File: config.mk
export PLATFORM = sky130hd
export DESIGN_NAME = tmr_dual_timer
export DESIGN_NICKNAME = d
export VERILOG_FILES = /design/src/inc/tmr_pkg.sv /design/src/design/tmr_per_tick.sv /design/src/design/tmr_fall_sample.sv /design/src/design/tmr_dual_timer.sv
export SDC_FILE = /design/constraint.sdc
export NUM_CORES = 1
export LEC_CHECK = 0
export BUFFER_PORTS_ARGS = -buffer_cell sky130_fd_sc_hd__buf_2
export CAP_MARGIN = 20
export CORE_ASPECT_RATIO = 0.5
export CORE_MARGIN = 2
export CORE_UTILIZATION = 51
export DETAILED_ROUTE_END_ITERATION = 16
export PLACE_DENSITY = 0.67
export SLEW_MARGIN = 5
export SYNTH_ARGS = -nofsm -noshare
export SYNTH_HDL_FRONTEND = slang
export SYNTH_HIERARCHICAL = 1
export SYNTH_SLANG_ARGS = --single-unit
File: constraint.sdc
create_clock -name core_clk -period 5.58 [get_ports core_clk]
set_input_delay 0.558 -clock core_clk [delete_from_list [all_inputs] [get_ports core_clk]]
set_output_delay 0.558 -clock core_clk [all_outputs]
set_load 0.02 [all_outputs]
File: src/inc/tmr_pkg.sv
// Purpose: Shared constants, modes and carriers of the dual timer block
// Assumes: 8-bit special function register bus, one clock domain
// Notes:   Every offset, bit position and count lives here
package tmr_pkg;
   ////////////////////////////////////////////////////////////////////////
   // Register offsets
   localparam logic [7:0] TIMER_CONTROL_ADDR     = 8'h88;
   localparam logic [7:0] TIMER_MODE_SELECT_ADDR = 8'h89;
   localparam logic [7:0] TIMER0_LOW_BYTE_ADDR   = 8'h8A;
   localparam logic [7:0] TIMER1_LOW_BYTE_ADDR   = 8'h8B;
   localparam logic [7:0] TIMER0_HIGH_BYTE_ADDR  = 8'h8C;
   localparam logic [7:0] TIMER1_HIGH_BYTE_ADDR  = 8'h8D;
   localparam logic [7:0] IRQ_ENABLE_ADDR        = 8'hA8;
   localparam logic [7:0] TIMER2_CONTROL_ADDR    = 8'hC8;
   localparam logic [7:0] TIMER2_MODE_ADDR       = 8'hC9;
   localparam logic [7:0] TIMER2_RELOAD_LOW_ADDR = 8'hCA;
   localparam logic [7:0] TIMER2_RELOAD_HIGH_ADDR = 8'hCB;
   localparam logic [7:0] TIMER2_LOW_BYTE_ADDR   = 8'hCC;
   localparam logic [7:0] TIMER2_HIGH_BYTE_ADDR  = 8'hCD;
   ////////////////////////////////////////////////////////////////////////
   // Field positions
   localparam int TIMER1_OVF_BIT   = 7;
   localparam int TIMER1_RUN_BIT   = 6;
   localparam int TIMER0_OVF_BIT   = 5;
   localparam int TIMER0_RUN_BIT   = 4;
   localparam int EXT1_FLAG_BIT    = 3;
   localparam int EXT1_TYPE_BIT    = 2;
   localparam int EXT0_FLAG_BIT    = 1;
   localparam int EXT0_TYPE_BIT    = 0;
   localparam int TIMER1_GATE_BIT  = 7;
   localparam int TIMER1_SRC_BIT   = 6;
   localparam int TIMER1_MODE_LSB  = 4;
   localparam int TIMER0_GATE_BIT  = 3;
   localparam int TIMER0_SRC_BIT   = 2;
   localparam int TIMER0_MODE_LSB  = 0;
   localparam int TIMER2_OVF_BIT   = 7;
   localparam int TIMER2_EXT_BIT   = 6;
   localparam int TIMER2_RUN_BIT   = 2;
   localparam int TIMER2_SRC_BIT   = 1;
   localparam int UPDOWN_BIT       = 0;
   localparam int GLOBAL_EN_BIT    = 7;
   localparam int TIMER2_EN_BIT    = 5;
   localparam int TIMER1_EN_BIT    = 3;
   localparam int EXT1_EN_BIT      = 2;
   localparam int TIMER0_EN_BIT    = 1;
   localparam int EXT0_EN_BIT      = 0;
   ////////////////////////////////////////////////////////////////////////
   // Reset values and counts
   localparam logic [7:0]  BYTE_RESET = 8'h00;
   localparam logic [7:0]  BYTE_MAX   = 8'hFF;
   localparam logic [4:0]  LOW5_MAX   = 5'h1F;
   localparam logic [15:0] WORD_MAX   = 16'hFFFF;
   localparam logic [2:0]  PER_CLKS   = 3'h6;
   ////////////////////////////////////////////////////////////////////////
   // Modes and carriers
   typedef enum logic [1:0] {
      TMR_MODE_13     = 2'b00,
      TMR_MODE_16     = 2'b01,
      TMR_MODE_RELOAD = 2'b10,
      TMR_MODE_SPLIT  = 2'b11
   } tmr_mode_e;
   typedef struct packed {
      logic       wr;
      logic       rd;
      logic [7:0] addr;
      logic [7:0] wdata;
   } tmr_sfr_req_s;
   typedef struct packed {
      logic ext_irq_pin_0;
      logic ext_irq_pin_1;
      logic count_pin_0;
      logic count_pin_1;
      logic timer2_count_pin;
      logic timer2_direction_pin;
   } tmr_pins_s;
   typedef struct packed {
      logic timer0;
      logic timer1;
      logic timer2;
      logic ext0;
      logic ext1;
   } tmr_irq_s;
   typedef struct packed {
      logic [7:0] hi;
      logic [7:0] lo;
      logic       ovf;
   } tmr_cnt_s;
endpackage : tmr_pkg

File: src/design/tmr_per_tick.sv
// Purpose: Peripheral cycle strobe, one clock in every six
// Assumes: Free running from reset
// Notes:   Strobe comes straight from a flip-flop
module tmr_per_tick
(
   // Clock and reset
   input  wire logic core_clk,
   input  wire logic rst,
   // Strobe
   output logic      per_tick
);
   import tmr_pkg::*;
   logic [2:0] div_cnt;

   always_ff @(posedge core_clk)
   begin
      if (rst)
      begin
         div_cnt  <= 3'h0;
         per_tick <= 1'b0;
      end
      else
      begin
         div_cnt  <= (div_cnt == PER_CLKS - 3'h1) ? 3'h0 : div_cnt + 3'h1;
         per_tick <= (div_cnt == PER_CLKS - 3'h1);
      end
   end
endmodule : tmr_per_tick

File: src/design/tmr_fall_sample.sv
// Purpose: Samples a count pin once per peripheral cycle, flags a fall
// Assumes: Pin is synchronous to core_clk
// Notes:   A level shorter than one peripheral cycle may be missed
module tmr_fall_sample
(
   // Clock and reset
   input  wire logic core_clk,
   input  wire logic rst,
   // Sampling
   input  wire logic sample,
   input  wire logic pin,
   output logic      fall
);
   logic last_sample;

   always_ff @(posedge core_clk)
   begin
      if (rst)
      begin
         last_sample <= 1'b0;
         fall        <= 1'b0;
      end
      else
      begin
         fall <= sample & last_sample & ~pin;
         if (sample)
            last_sample <= pin;
      end
   end
endmodule : tmr_fall_sample

File: src/design/tmr_dual_timer.sv
// Purpose: Timers 0 and 1 with four modes, timer 2 up/down auto-reload
// Assumes: Special function register bus, read data one clock later
// Notes:   A register write wins over counting in the same clock
module tmr_dual_timer
(
   // Clock and reset
   input  wire logic                  core_clk,
   input  wire logic                  rst,
   // Register bus
   input  wire tmr_pkg::tmr_sfr_req_s sfr_req,
   output logic [7:0]                 sfr_rdata,
   // Pins
   input  wire tmr_pkg::tmr_pins_s    pins,
   // Interrupt vectoring
   input  wire tmr_pkg::tmr_irq_s     irq_ack,
   output tmr_pkg::tmr_irq_s          irq_req
);
   import tmr_pkg::*;

   logic [7:0]  timer_control;
   logic [7:0]  timer_mode_select;
   logic [7:0]  timer0_low_byte;
   logic [7:0]  timer0_high_byte;
   logic [7:0]  timer1_low_byte;
   logic [7:0]  timer1_high_byte;
   logic [7:0]  irq_enable_reg;
   logic [7:0]  timer2_control;
   logic [7:0]  timer2_mode;
   logic [15:0] timer2_count;
   logic [15:0] timer2_reload;
   logic        per_tick;
   logic        fall0;
   logic        fall1;
   logic        fall2;
   logic        prev_ext0;
   logic        prev_ext1;
   tmr_mode_e   mode0;
   tmr_mode_e   mode1;
   logic        timer0_inc;
   logic        timer1_inc;
   logic        split_inc;
   logic        timer2_inc;
   tmr_cnt_s    next_timer0;
   tmr_cnt_s    next_timer1;
   logic        split_ovf;
   logic        set_tf0;
   logic        set_tf1;
   logic [15:0] next_timer2;
   logic        timer2_wrap;
   logic        count_down;

   ////////////////////////////////////////////////////////////////////////
   // Peripheral cycle and pin sampling
   tmr_per_tick u_tick
   (
      .core_clk (core_clk),
      .rst      (rst),
      .per_tick (per_tick)
   );

   tmr_fall_sample u_fall0
   (
      .core_clk (core_clk),
      .rst      (rst),
      .sample   (per_tick),
      .pin      (pins.count_pin_0),
      .fall     (fall0)
   );

   tmr_fall_sample u_fall1
   (
      .core_clk (core_clk),
      .rst      (rst),
      .sample   (per_tick),
      .pin      (pins.count_pin_1),
      .fall     (fall1)
   );

   tmr_fall_sample u_fall2
   (
      .core_clk (core_clk),
      .rst      (rst),
      .sample   (per_tick),
      .pin      (pins.timer2_count_pin),
      .fall     (fall2)
   );

   ////////////////////////////////////////////////////////////////////////
   // One counting step of timer 0 or 1; the split mode is handled apart
   function automatic tmr_cnt_s step(tmr_mode_e m, logic [7:0] hi,
                                     logic [7:0] lo, logic inc);
      tmr_cnt_s r;
      r = '{hi: hi, lo: lo, ovf: 1'b0};
      if (inc)
      begin
         case (m)
            TMR_MODE_13:
            begin
               // Upper three low bits are left alone, they carry no meaning
               r.lo[4:0] = lo[4:0] + 5'h01;
               if (lo[4:0] == LOW5_MAX)
               begin
                  r.hi  = hi + 8'h01;
                  r.ovf = (hi == BYTE_MAX);
               end
            end
            TMR_MODE_16:
            begin
               {r.hi, r.lo} = {hi, lo} + 16'h0001;
               r.ovf        = ({hi, lo} == WORD_MAX);
            end
            TMR_MODE_RELOAD:
            begin
               r.lo  = (lo == BYTE_MAX) ? hi : lo + 8'h01;
               r.ovf = (lo == BYTE_MAX);
            end
            default:
               r = '{hi: hi, lo: lo, ovf: 1'b0};
         endcase
      end
      return r;
   endfunction : step

   ////////////////////////////////////////////////////////////////////////
   // Count enables and steps
   always_comb
   begin
      mode0 = tmr_mode_e'(timer_mode_select[TIMER0_MODE_LSB +: 2]);
      mode1 = tmr_mode_e'(timer_mode_select[TIMER1_MODE_LSB +: 2]);
      timer0_inc = timer_control[TIMER0_RUN_BIT]
                   & (~timer_mode_select[TIMER0_GATE_BIT] | pins.ext_irq_pin_0)
                   & (timer_mode_select[TIMER0_SRC_BIT] ? fall0 : per_tick);
      // With timer 0 split, timer 1 loses its run bit and runs unless halted
      timer1_inc = ((mode0 == TMR_MODE_SPLIT) | timer_control[TIMER1_RUN_BIT])
                   & (~timer_mode_select[TIMER1_GATE_BIT] | pins.ext_irq_pin_1)
                   & (timer_mode_select[TIMER1_SRC_BIT] ? fall1 : per_tick);
      split_inc  = timer_control[TIMER1_RUN_BIT] & per_tick;
      next_timer0 = step((mode0 == TMR_MODE_SPLIT) ? TMR_MODE_RELOAD : mode0,
                         timer0_high_byte, timer0_low_byte, timer0_inc);
      split_ovf = 1'b0;
      if (mode0 == TMR_MODE_SPLIT)
      begin
         // Low byte wraps on its own, high byte is a second 8-bit timer
         next_timer0.lo = timer0_low_byte + {7'h00, timer0_inc};
         next_timer0.hi = timer0_high_byte + {7'h00, split_inc};
         split_ovf      = split_inc & (timer0_high_byte == BYTE_MAX);
      end
      next_timer1 = step(mode1, timer1_high_byte, timer1_low_byte, timer1_inc);
      set_tf0 = next_timer0.ovf;
      set_tf1 = (mode0 == TMR_MODE_SPLIT) ? split_ovf : next_timer1.ovf;
   end

   ////////////////////////////////////////////////////////////////////////
   // Timer 0 and 1 count registers
   always_ff @(posedge core_clk)
   begin
      if (rst)
      begin
         timer0_low_byte  <= BYTE_RESET;
         timer0_high_byte <= BYTE_RESET;
         timer1_low_byte  <= BYTE_RESET;
         timer1_high_byte <= BYTE_RESET;
      end
      else
      begin
         timer0_low_byte  <= next_timer0.lo;
         timer0_high_byte <= next_timer0.hi;
         timer1_low_byte  <= next_timer1.lo;
         timer1_high_byte <= next_timer1.hi;
         if (sfr_req.wr)
         begin
            case (sfr_req.addr)
               TIMER0_LOW_BYTE_ADDR:  timer0_low_byte  <= sfr_req.wdata;
               TIMER0_HIGH_BYTE_ADDR: timer0_high_byte <= sfr_req.wdata;
               TIMER1_LOW_BYTE_ADDR:  timer1_low_byte  <= sfr_req.wdata;
               TIMER1_HIGH_BYTE_ADDR: timer1_high_byte <= sfr_req.wdata;
               default: ;
            endcase
         end
      end
   end

   ////////////////////////////////////////////////////////////////////////
   // Control register; a hardware set beats a software or vector clear
   always_ff @(posedge core_clk)
   begin
      if (rst)
      begin
         timer_control <= BYTE_RESET;
         prev_ext0     <= 1'b1;
         prev_ext1     <= 1'b1;
      end
      else
      begin
         prev_ext0 <= pins.ext_irq_pin_0;
         prev_ext1 <= pins.ext_irq_pin_1;
         if (sfr_req.wr && sfr_req.addr == TIMER_CONTROL_ADDR)
            timer_control <= sfr_req.wdata;
         else
         begin
            if (irq_ack.timer0)
               timer_control[TIMER0_OVF_BIT] <= 1'b0;
            if (irq_ack.timer1)
               timer_control[TIMER1_OVF_BIT] <= 1'b0;
            if (irq_ack.ext0 && timer_control[EXT0_TYPE_BIT])
               timer_control[EXT0_FLAG_BIT] <= 1'b0;
            if (irq_ack.ext1 && timer_control[EXT1_TYPE_BIT])
               timer_control[EXT1_FLAG_BIT] <= 1'b0;
         end
         if (set_tf0)
            timer_control[TIMER0_OVF_BIT] <= 1'b1;
         if (set_tf1)
            timer_control[TIMER1_OVF_BIT] <= 1'b1;
         // Level mode: the flag follows the pin, low means pending
         if (!timer_control[EXT0_TYPE_BIT])
            timer_control[EXT0_FLAG_BIT] <= ~pins.ext_irq_pin_0;
         else if (prev_ext0 && !pins.ext_irq_pin_0)
            timer_control[EXT0_FLAG_BIT] <= 1'b1;
         if (!timer_control[EXT1_TYPE_BIT])
            timer_control[EXT1_FLAG_BIT] <= ~pins.ext_irq_pin_1;
         else if (prev_ext1 && !pins.ext_irq_pin_1)
            timer_control[EXT1_FLAG_BIT] <= 1'b1;
      end
   end

   ////////////////////////////////////////////////////////////////////////
   // Plain configuration registers
   always_ff @(posedge core_clk)
   begin
      if (rst)
      begin
         timer_mode_select <= BYTE_RESET;
         irq_enable_reg    <= BYTE_RESET;
         timer2_mode       <= BYTE_RESET;
         timer2_reload     <= {BYTE_RESET, BYTE_RESET};
      end
      else if (sfr_req.wr)
      begin
         case (sfr_req.addr)
            TIMER_MODE_SELECT_ADDR:  timer_mode_select     <= sfr_req.wdata;
            IRQ_ENABLE_ADDR:         irq_enable_reg        <= sfr_req.wdata;
            TIMER2_MODE_ADDR:        timer2_mode           <= sfr_req.wdata;
            TIMER2_RELOAD_LOW_ADDR:  timer2_reload[7:0]    <= sfr_req.wdata;
            TIMER2_RELOAD_HIGH_ADDR: timer2_reload[15:8]   <= sfr_req.wdata;
            default: ;
         endcase
      end
   end

   ////////////////////////////////////////////////////////////////////////
   // Timer 2 auto-reload counter
   always_comb
   begin
      timer2_inc = timer2_control[TIMER2_RUN_BIT]
                   & (timer2_control[TIMER2_SRC_BIT] ? fall2 : per_tick);
      count_down = timer2_mode[UPDOWN_BIT] & ~pins.timer2_direction_pin;
      next_timer2 = timer2_count;
      timer2_wrap = 1'b0;
      if (timer2_inc)
      begin
         if (count_down)
         begin
            timer2_wrap = (timer2_count == timer2_reload);
            next_timer2 = timer2_wrap ? WORD_MAX : timer2_count - 16'h0001;
         end
         else
         begin
            timer2_wrap = (timer2_count == WORD_MAX);
            next_timer2 = timer2_wrap ? timer2_reload : timer2_count + 16'h0001;
         end
      end
   end

   always_ff @(posedge core_clk)
   begin
      if (rst)
      begin
         timer2_count   <= {BYTE_RESET, BYTE_RESET};
         timer2_control <= BYTE_RESET;
      end
      else
      begin
         timer2_count <= next_timer2;
         if (sfr_req.wr && sfr_req.addr == TIMER2_LOW_BYTE_ADDR)
            timer2_count[7:0] <= sfr_req.wdata;
         if (sfr_req.wr && sfr_req.addr == TIMER2_HIGH_BYTE_ADDR)
            timer2_count[15:8] <= sfr_req.wdata;
         if (sfr_req.wr && sfr_req.addr == TIMER2_CONTROL_ADDR)
            timer2_control <= sfr_req.wdata;
         if (timer2_wrap)
         begin
            timer2_control[TIMER2_OVF_BIT] <= 1'b1;
            // Toggle gives a 17th count bit; it raises no interrupt
            if (timer2_mode[UPDOWN_BIT])
               timer2_control[TIMER2_EXT_BIT] <= ~timer2_control[TIMER2_EXT_BIT];
         end
      end
   end

   ////////////////////////////////////////////////////////////////////////
   // Interrupt requests and read data
   always_ff @(posedge core_clk)
   begin
      if (rst)
         irq_req <= '0;
      else
      begin
         irq_req.timer0 <= irq_enable_reg[GLOBAL_EN_BIT] & irq_enable_reg[TIMER0_EN_BIT]
                           & timer_control[TIMER0_OVF_BIT];
         irq_req.timer1 <= irq_enable_reg[GLOBAL_EN_BIT] & irq_enable_reg[TIMER1_EN_BIT]
                           & timer_control[TIMER1_OVF_BIT];
         irq_req.timer2 <= irq_enable_reg[GLOBAL_EN_BIT] & irq_enable_reg[TIMER2_EN_BIT]
                           & timer2_control[TIMER2_OVF_BIT];
         irq_req.ext0   <= irq_enable_reg[GLOBAL_EN_BIT] & irq_enable_reg[EXT0_EN_BIT]
                           & timer_control[EXT0_FLAG_BIT];
         irq_req.ext1   <= irq_enable_reg[GLOBAL_EN_BIT] & irq_enable_reg[EXT1_EN_BIT]
                           & timer_control[EXT1_FLAG_BIT];
      end
   end

   always_ff @(posedge core_clk)
   begin
      if (rst)
         sfr_rdata <= BYTE_RESET;
      else if (sfr_req.rd)
      begin
         case (sfr_req.addr)
            TIMER_CONTROL_ADDR:      sfr_rdata <= timer_control;
            TIMER_MODE_SELECT_ADDR:  sfr_rdata <= timer_mode_select;
            TIMER0_LOW_BYTE_ADDR:    sfr_rdata <= timer0_low_byte;
            TIMER0_HIGH_BYTE_ADDR:   sfr_rdata <= timer0_high_byte;
            TIMER1_LOW_BYTE_ADDR:    sfr_rdata <= timer1_low_byte;
            TIMER1_HIGH_BYTE_ADDR:   sfr_rdata <= timer1_high_byte;
            IRQ_ENABLE_ADDR:         sfr_rdata <= irq_enable_reg;
            TIMER2_CONTROL_ADDR:     sfr_rdata <= timer2_control;
            TIMER2_MODE_ADDR:        sfr_rdata <= timer2_mode;
            TIMER2_RELOAD_LOW_ADDR:  sfr_rdata <= timer2_reload[7:0];
            TIMER2_RELOAD_HIGH_ADDR: sfr_rdata <= timer2_reload[15:8];
            TIMER2_LOW_BYTE_ADDR:    sfr_rdata <= timer2_count[7:0];
            TIMER2_HIGH_BYTE_ADDR:   sfr_rdata <= timer2_count[15:8];
            default:                 sfr_rdata <= BYTE_RESET;
         endcase
      end
   end
endmodule : tmr_dual_timer

## Yosys cells after proc, flatten, opt, wreduce, memory -nomap -nowiden

Index checks and enable logic that the tools add are counted.

| storage, ports and cells | value |
|---|---|
| register bits after elaboration | 129 |
| bits of input ports | 31 |
| output and inout bits | 13 |
| logic and storage cells | 192 |

| cells by class | value |
|---|---|
| $add $sub $neg | 13 |
| equality and inequality tests | 31 |
| muxes and demuxes | 54 |
| bitwise operators | 36 |
| reductions and logical operators | 23 |

Operator list:

| cell | number |
|---|---|
| 8-bit == test (second input constant) | 17 |
| 8-bit two-way mux | 15 |
| 8-bit one-hot mux with 13 select lines | 1 |
| 16-bit two-way mux | 5 |
| 16-bit by 1-bit adder with 16-bit output (second input constant) | 3 |
| 16-bit == test (second input constant) | 3 |
| 6-bit one-hot mux with 3 select lines | 2 |
| 17-bit two-way mux | 2 |
| 8-bit by 1-bit adder with 8-bit output (second input constant) | 4 |
| 8-bit one-hot mux with 2 select lines | 2 |
| 1-bit AND | 24 |
| 1-bit two-way mux | 23 |
| 8-bit by 1-bit adder with 8-bit output | 2 |
| 16-bit == test | 1 |
| 16-bit by 1-bit subtractor with 16-bit output (second input constant) | 1 |
| 3-bit one-hot mux with 2 select lines | 2 |
| 5-bit by 1-bit adder with 5-bit output (second input constant) | 2 |
| 5-bit == test (second input constant) | 2 |
| 2-bit AND reduction | 5 |
| 1-bit NOT | 9 |
| 1-bit logical AND | 8 |
| 4-bit by 1-bit inequality test with 1-bit output (second input constant) | 2 |
| 2-bit == test (second input constant) | 3 |
| 2-bit nonzero test | 3 |
| other kinds (9) | 16 |

## Logic depth before layout (Yosys ltp)

| logic depth | value |
|---|---|
| depth in word-level cells | 8 |
| gate-level depth with buffers | 11 |
| mapped depth without buffers | 10 |

## Cells and area by module

The synthesis kept the hierarchy.

Modules (own cells, without submodules):

| module | instances | cells each | area an instance (um^2) | sequential area each (um^2) |
|---|---|---|---|---|
| tmr_dual_timer | 1 | 1,155 | 8,509.4 | 2,382.3 |
| tmr_fall_sample | 3 | 5 | 66.3 | 40.0 |
| tmr_per_tick | 1 | 15 | 151.4 | 80.1 |

## Worst setup path before layout

Ideal clock, no wire load.

| path | value |
|---|---|
| kind | input to register |
| from | input port pins[5] in the netlist's numbering |
| to | register timer0_low_byte[2] |
| setup time | 0.134 ns |
| arrival | 2.078 ns |
| required time | 5.446 ns |
| slack | 3.369 ns |
| stages on the path | 10 |
| cells stage by stage | nand2b_1 -> nand3_1 -> inv_1 -> buf_2 -> ha_1 -> ha_1 -> nand2_1 -> a21oi_1 -> a311oi_1 -> a211oi_1 |

| between the ends | value |
|---|---|
| cells in the longest elaborated chain, start to end | 7 |
| elaborated cells on any way between the ends | 8 |
| those cells by class | 1 x add/sub; 4 x mux; 3 x bitwise |

Ends and longest elaborated chain:

| element | RTL line | RTL |
|---|---|---|
| start: declaration | tmr_dual_timer.sv:13 | `input wire tmr_pkg::tmr_pins_s pins,` |
| 1-bit bitwise OR (*) | tmr_dual_timer.sv:131 | `& (~timer_mode_select[TIMER0_GATE_BIT] \| pins.ext_irq_pin_0)` |
| 1-bit AND (*) | tmr_dual_timer.sv:131 |  |
| 1-bit AND (*) | tmr_dual_timer.sv:132 | `& (timer_mode_select[TIMER0_SRC_BIT] ? fall0 : per_tick);` |
| 8-bit by 1-bit adder with 8-bit output / 17-bit two-way mux (equally long branches) | tmr_dual_timer.sv:144, tmr_dual_timer.sv:94 |  |
| 16-bit two-way mux (*) | tmr_dual_timer.sv:141 | `if (mode0 == TMR_MODE_SPLIT)` |
| 8-bit two-way mux | tmr_dual_timer.sv:172 | `case (sfr_req.addr)` |
| 8-bit two-way mux (*) | tmr_dual_timer.sv:170 | `if (sfr_req.wr)` |
| end signal: assignment | tmr_dual_timer.sv:166 | `timer0_low_byte <= next_timer0.lo;` |
| end signal: assignment | tmr_dual_timer.sv:173 | `TIMER0_LOW_BYTE_ADDR: timer0_low_byte <= sfr_req.wdata;` |
| end: declaration | tmr_dual_timer.sv:22 | `logic [7:0] timer0_low_byte;` |

Mark *: on every way between the ends. The rest lies on a longest branch, timed or not.
A chain may end at the register's enable or synchronous reset.

## Final worst setup path

| path | value |
|---|---|
| from | register u_tick.per_tick |
| to | register timer0_low_byte[6] |

| between the ends | value |
|---|---|
| cells in the longest elaborated chain, start to end | 6 |
| elaborated cells on any way between the ends | 7 |
| those cells by class | 1 x add/sub; 5 x mux; 1 x bitwise |

Ends and longest elaborated chain:

| element | RTL line | RTL |
|---|---|---|
| start: declaration | tmr_per_tick.sv:10 | `output logic per_tick` |
| start signal: assignment | tmr_per_tick.sv:25 | `per_tick <= (div_cnt == PER_CLKS - 3'h1);` |
| 1-bit two-way mux (*) | tmr_dual_timer.sv:132 |  |
| 1-bit AND (*) | tmr_dual_timer.sv:132 |  |
| 8-bit by 1-bit adder with 8-bit output / 17-bit two-way mux (equally long branches) | tmr_dual_timer.sv:144, tmr_dual_timer.sv:94 |  |
| 16-bit two-way mux (*) | tmr_dual_timer.sv:141 |  |
| 8-bit two-way mux | tmr_dual_timer.sv:172 |  |
| 8-bit two-way mux (*) | tmr_dual_timer.sv:170 |  |

Marked as above.

==> results.tsv <==
stage	metric	value	unit
run_status	outcome	complete, no violations	
clock_network	htree_levels	4	
worst_setup_path	crit_path_start_kind	register	
timing	rsz0062_at_grt	no	
placed_design	hpwl	20500	µm
routing	totalWireLength	30100	µm
synthesis	ys_types	78	
synthesis	synth-async-reset-ratio	0	
timing	slew_violations	0	
clock_network	clock-root-buffer	clkbuf_16	
clock_network	cts_hold_buf	0	
timing	finalCritPeriodShare	0.506	
min_path	hold_class	in -> reg	
timing	hold_violations	0	
pwr	cellPowerDensity	225	nW/µm²
synthesis	avgSynthCellArea	7.48	µm²
cells_and_area	final_cell_mix	nand2_1, dfxtp_1, a21oi_1, nand3_1, o21ai_0	
timing	min_period	2820	ps
flow_run	drv_cap	0	
timing	fmax	354	MHz
synthesis	ys_seq_area_frac	0.291	
worst_setup_path	reg2reg_to	timer0_low_byte[6]$_SDFF_PP0_	
min_path	min_to	prev_ext0$_SDFF_PP1_	
clock_network	max-clock-path-buffers	2	
global_routing	grt_max_degree	70	
clock_network	path_clk_slew	60	ps
floorplan	core_area	17200	µm²
cells_and_area	syn_to_final_growth	7.56	%
cells_and_area	drive_above_1_share	0.106	
placed_design	port_buffers	42	
clock_network	cts_tree	yes	
synthesis	synthCells	1185	
cells_and_area	design_area	9530	µm²
synthesis	yosys_most_used_dff	dfxtp_1	
cells_and_area	nets	1192	
routing	first_pass_iters	6	
worst_setup_path	crit_required	5920	ps
routing	vias_per_cell	6.64	
cells_and_area	top_regs	timer2_count x16, timer2_reload x16	
placed_design	gp_congestion	0.924	
floorplan	dieArea	18500	µm²
synthesis	synth-edff-count	0	
worst_setup_path	crit_arrival	3160	ps
floorplan	initial_core_util	0.516	
pwr	leakagePower	0.00340	µW
routing	wl_per_cell	21.7	µm
worst_setup_path	worstPathMaxFanout	14	
floorplan	rows	34	
clock_network	clock_latency	430	ps
clock_network	cts_made_buffers	17	
synthesis	synth_seq_cells	129	
clock_network	cts-resized-gates	0	
worst_setup_path	r2r.worst_path.cells	9	
synthesis	synth_area_leaders	dfxtp_1, a21oi_1, nand2_1, nand3_1, o21ai_0	
timing	slew_headroom	0.323	
floorplan	die-height	97.2	µm
worst_setup_path	r2r_slack	2760	ps
timing	final.setup_skew	10.7	ps
floorplan	num_io_pins	44	
min_path	min_from	pins[5]	
floorplan	fp.dieW	190	µm
clock_network	cts_sinks	129	
global_routing	grt_pass1_wl	47300	µm
timing	setup_viol	0	
routing	drc	0	
global_routing	globalRouteTotalUtil	0.326	
timing	tns	0	ps
clock_network	cts_setup_buffers	0	
cells_and_area	antenna_cells	0	
worst_setup_path	worst-setup-path-type	reg -> reg	
worst_setup_path	r2r-start	u_tick/per_tick$_SDFF_PP0_	
synthesis	yosys_warnings	6	
routing	vias	9221	
synthesis	yosysTopAreaCell	dfxtp_1	
synthesis	syn_area	8860	µm²
timing	tightestPinTransition	1000	ps
routing	ant_nets	0	
min_path	whs_path_depth	2	
synthesis	synth_top_area_frac	0.291	
global_routing	grt-ovfl-total	0	
synthesis	syn_nets	1235	
global_routing	antenna_found_initial	0	
global_routing	grt_pass1_vias	8326	
routing	drt_iter0_drc	1146	
placed_design	dpl_cell_area	8960	µm²
pwr	ir_drop	207	µV
worst_setup_path	crit_path_end_kind	register	
cells_and_area	final_common_cell	nand2_1	
[cells by family (layout without fill, tap and decap cells)]
logic type,count (synthesis),count (layout),share of synthesized area
AO/OA/AOI/OAI,333,333,0.243
multiplexers,30,30,0.0362
buffers and inverters,128,97,0.0609
AND/OR/NAND/NOR,498,498,0.294
flip-flops,129,129,0.291
adder cells (fa/ha/maj),19,19,0.0268
XOR/XNOR,48,48,0.0475
[metal layers]
metal | wire, µm | GRT usage | vias up
met3 | 3100 | 0.0755 | 59
met1 | 13100 | 0.461 | 4403
met2 | 13300 | 0.491 | 462
met5 | 0 | 0 | -
met4 | 653 | 0.0972 | 0
li1 | - | - | 4297
[worst max-delay path by stage]
stage,start,end,slack (ps),cells past startpoint
after floorplan,pins[5],timer0_low_byte[2]$_SDFF_PP0_,3370,10
after global placement,sfr_req[13],timer2_count[13]$_SDFFE_PP0P_,2620,7
after detailed placement,sfr_req[13],timer2_count[13]$_SDFFE_PP0P_,2580,7
after CTS,u_tick/per_tick$_SDFF_PP0_,timer0_low_byte[6]$_SDFF_PP0_,2770,9
after global routing,u_tick/per_tick$_SDFF_PP0_,timer0_low_byte[2]$_SDFF_PP0_,2480,9
final,u_tick/per_tick$_SDFF_PP0_,timer0_low_byte[6]$_SDFF_PP0_,2760,9
[Yosys cell counts, drive strengths merged, types with 17 or more instances]
cell type / n
a31oi: 23
nor2: 62
nand4: 17
o21ai: 64
xnor2: 18
nand2: 147
buf: 43
ha: 19
dfxtp: 129
clkbuf: 69
a21oi: 112
nor3: 35
and3: 36
nand3: 98
xor2: 30
[layout make-up]
cell class                 count  area, µm²
tap                          234        293
timing repair buffer          50        273
inverter                      16       60.1
clock buffer                  19        453
clock inverter                12        111
fill                        1667       7660
sequential                   129       2580
multi-input combinational    928       5760
[where the power goes]
part | leakage, µW | internal, µW | switching, µW | total [µW]
sequential | 0.00104 | 928 | 15.1 | 944
clock | 0.000259 | 634 | 449 | 1080
combinational | 0.00210 | 35.0 | 87.3 | 122
[metrics by stage]
step	power [µW]	hold WS (ps)	utilization	setup slack, ps	instances
finish	2150	378	0.554	2760	1388
global route	2210	373	0.554	2480	1388
CTS	2150	379	0.554	2770	1388
detailed placement	1080	438	0.522	2580	1357
global placement	1080	432	0.522	2620	1357
floorplan	1030	421	-	3370	1185
[worst max-delay path, stage by stage, from the launching register on]
cell and delay (ps):
dfxtp_1 550, mux2_2 270, nand3_1 340, inv_1 480
ha_1 310, ha_1 230, nand3_1 100, xnor2_1 150
a2bb2oi_1 80, a211oi_1 220
No activity file was read; power rests on OpenSTA's default activity.
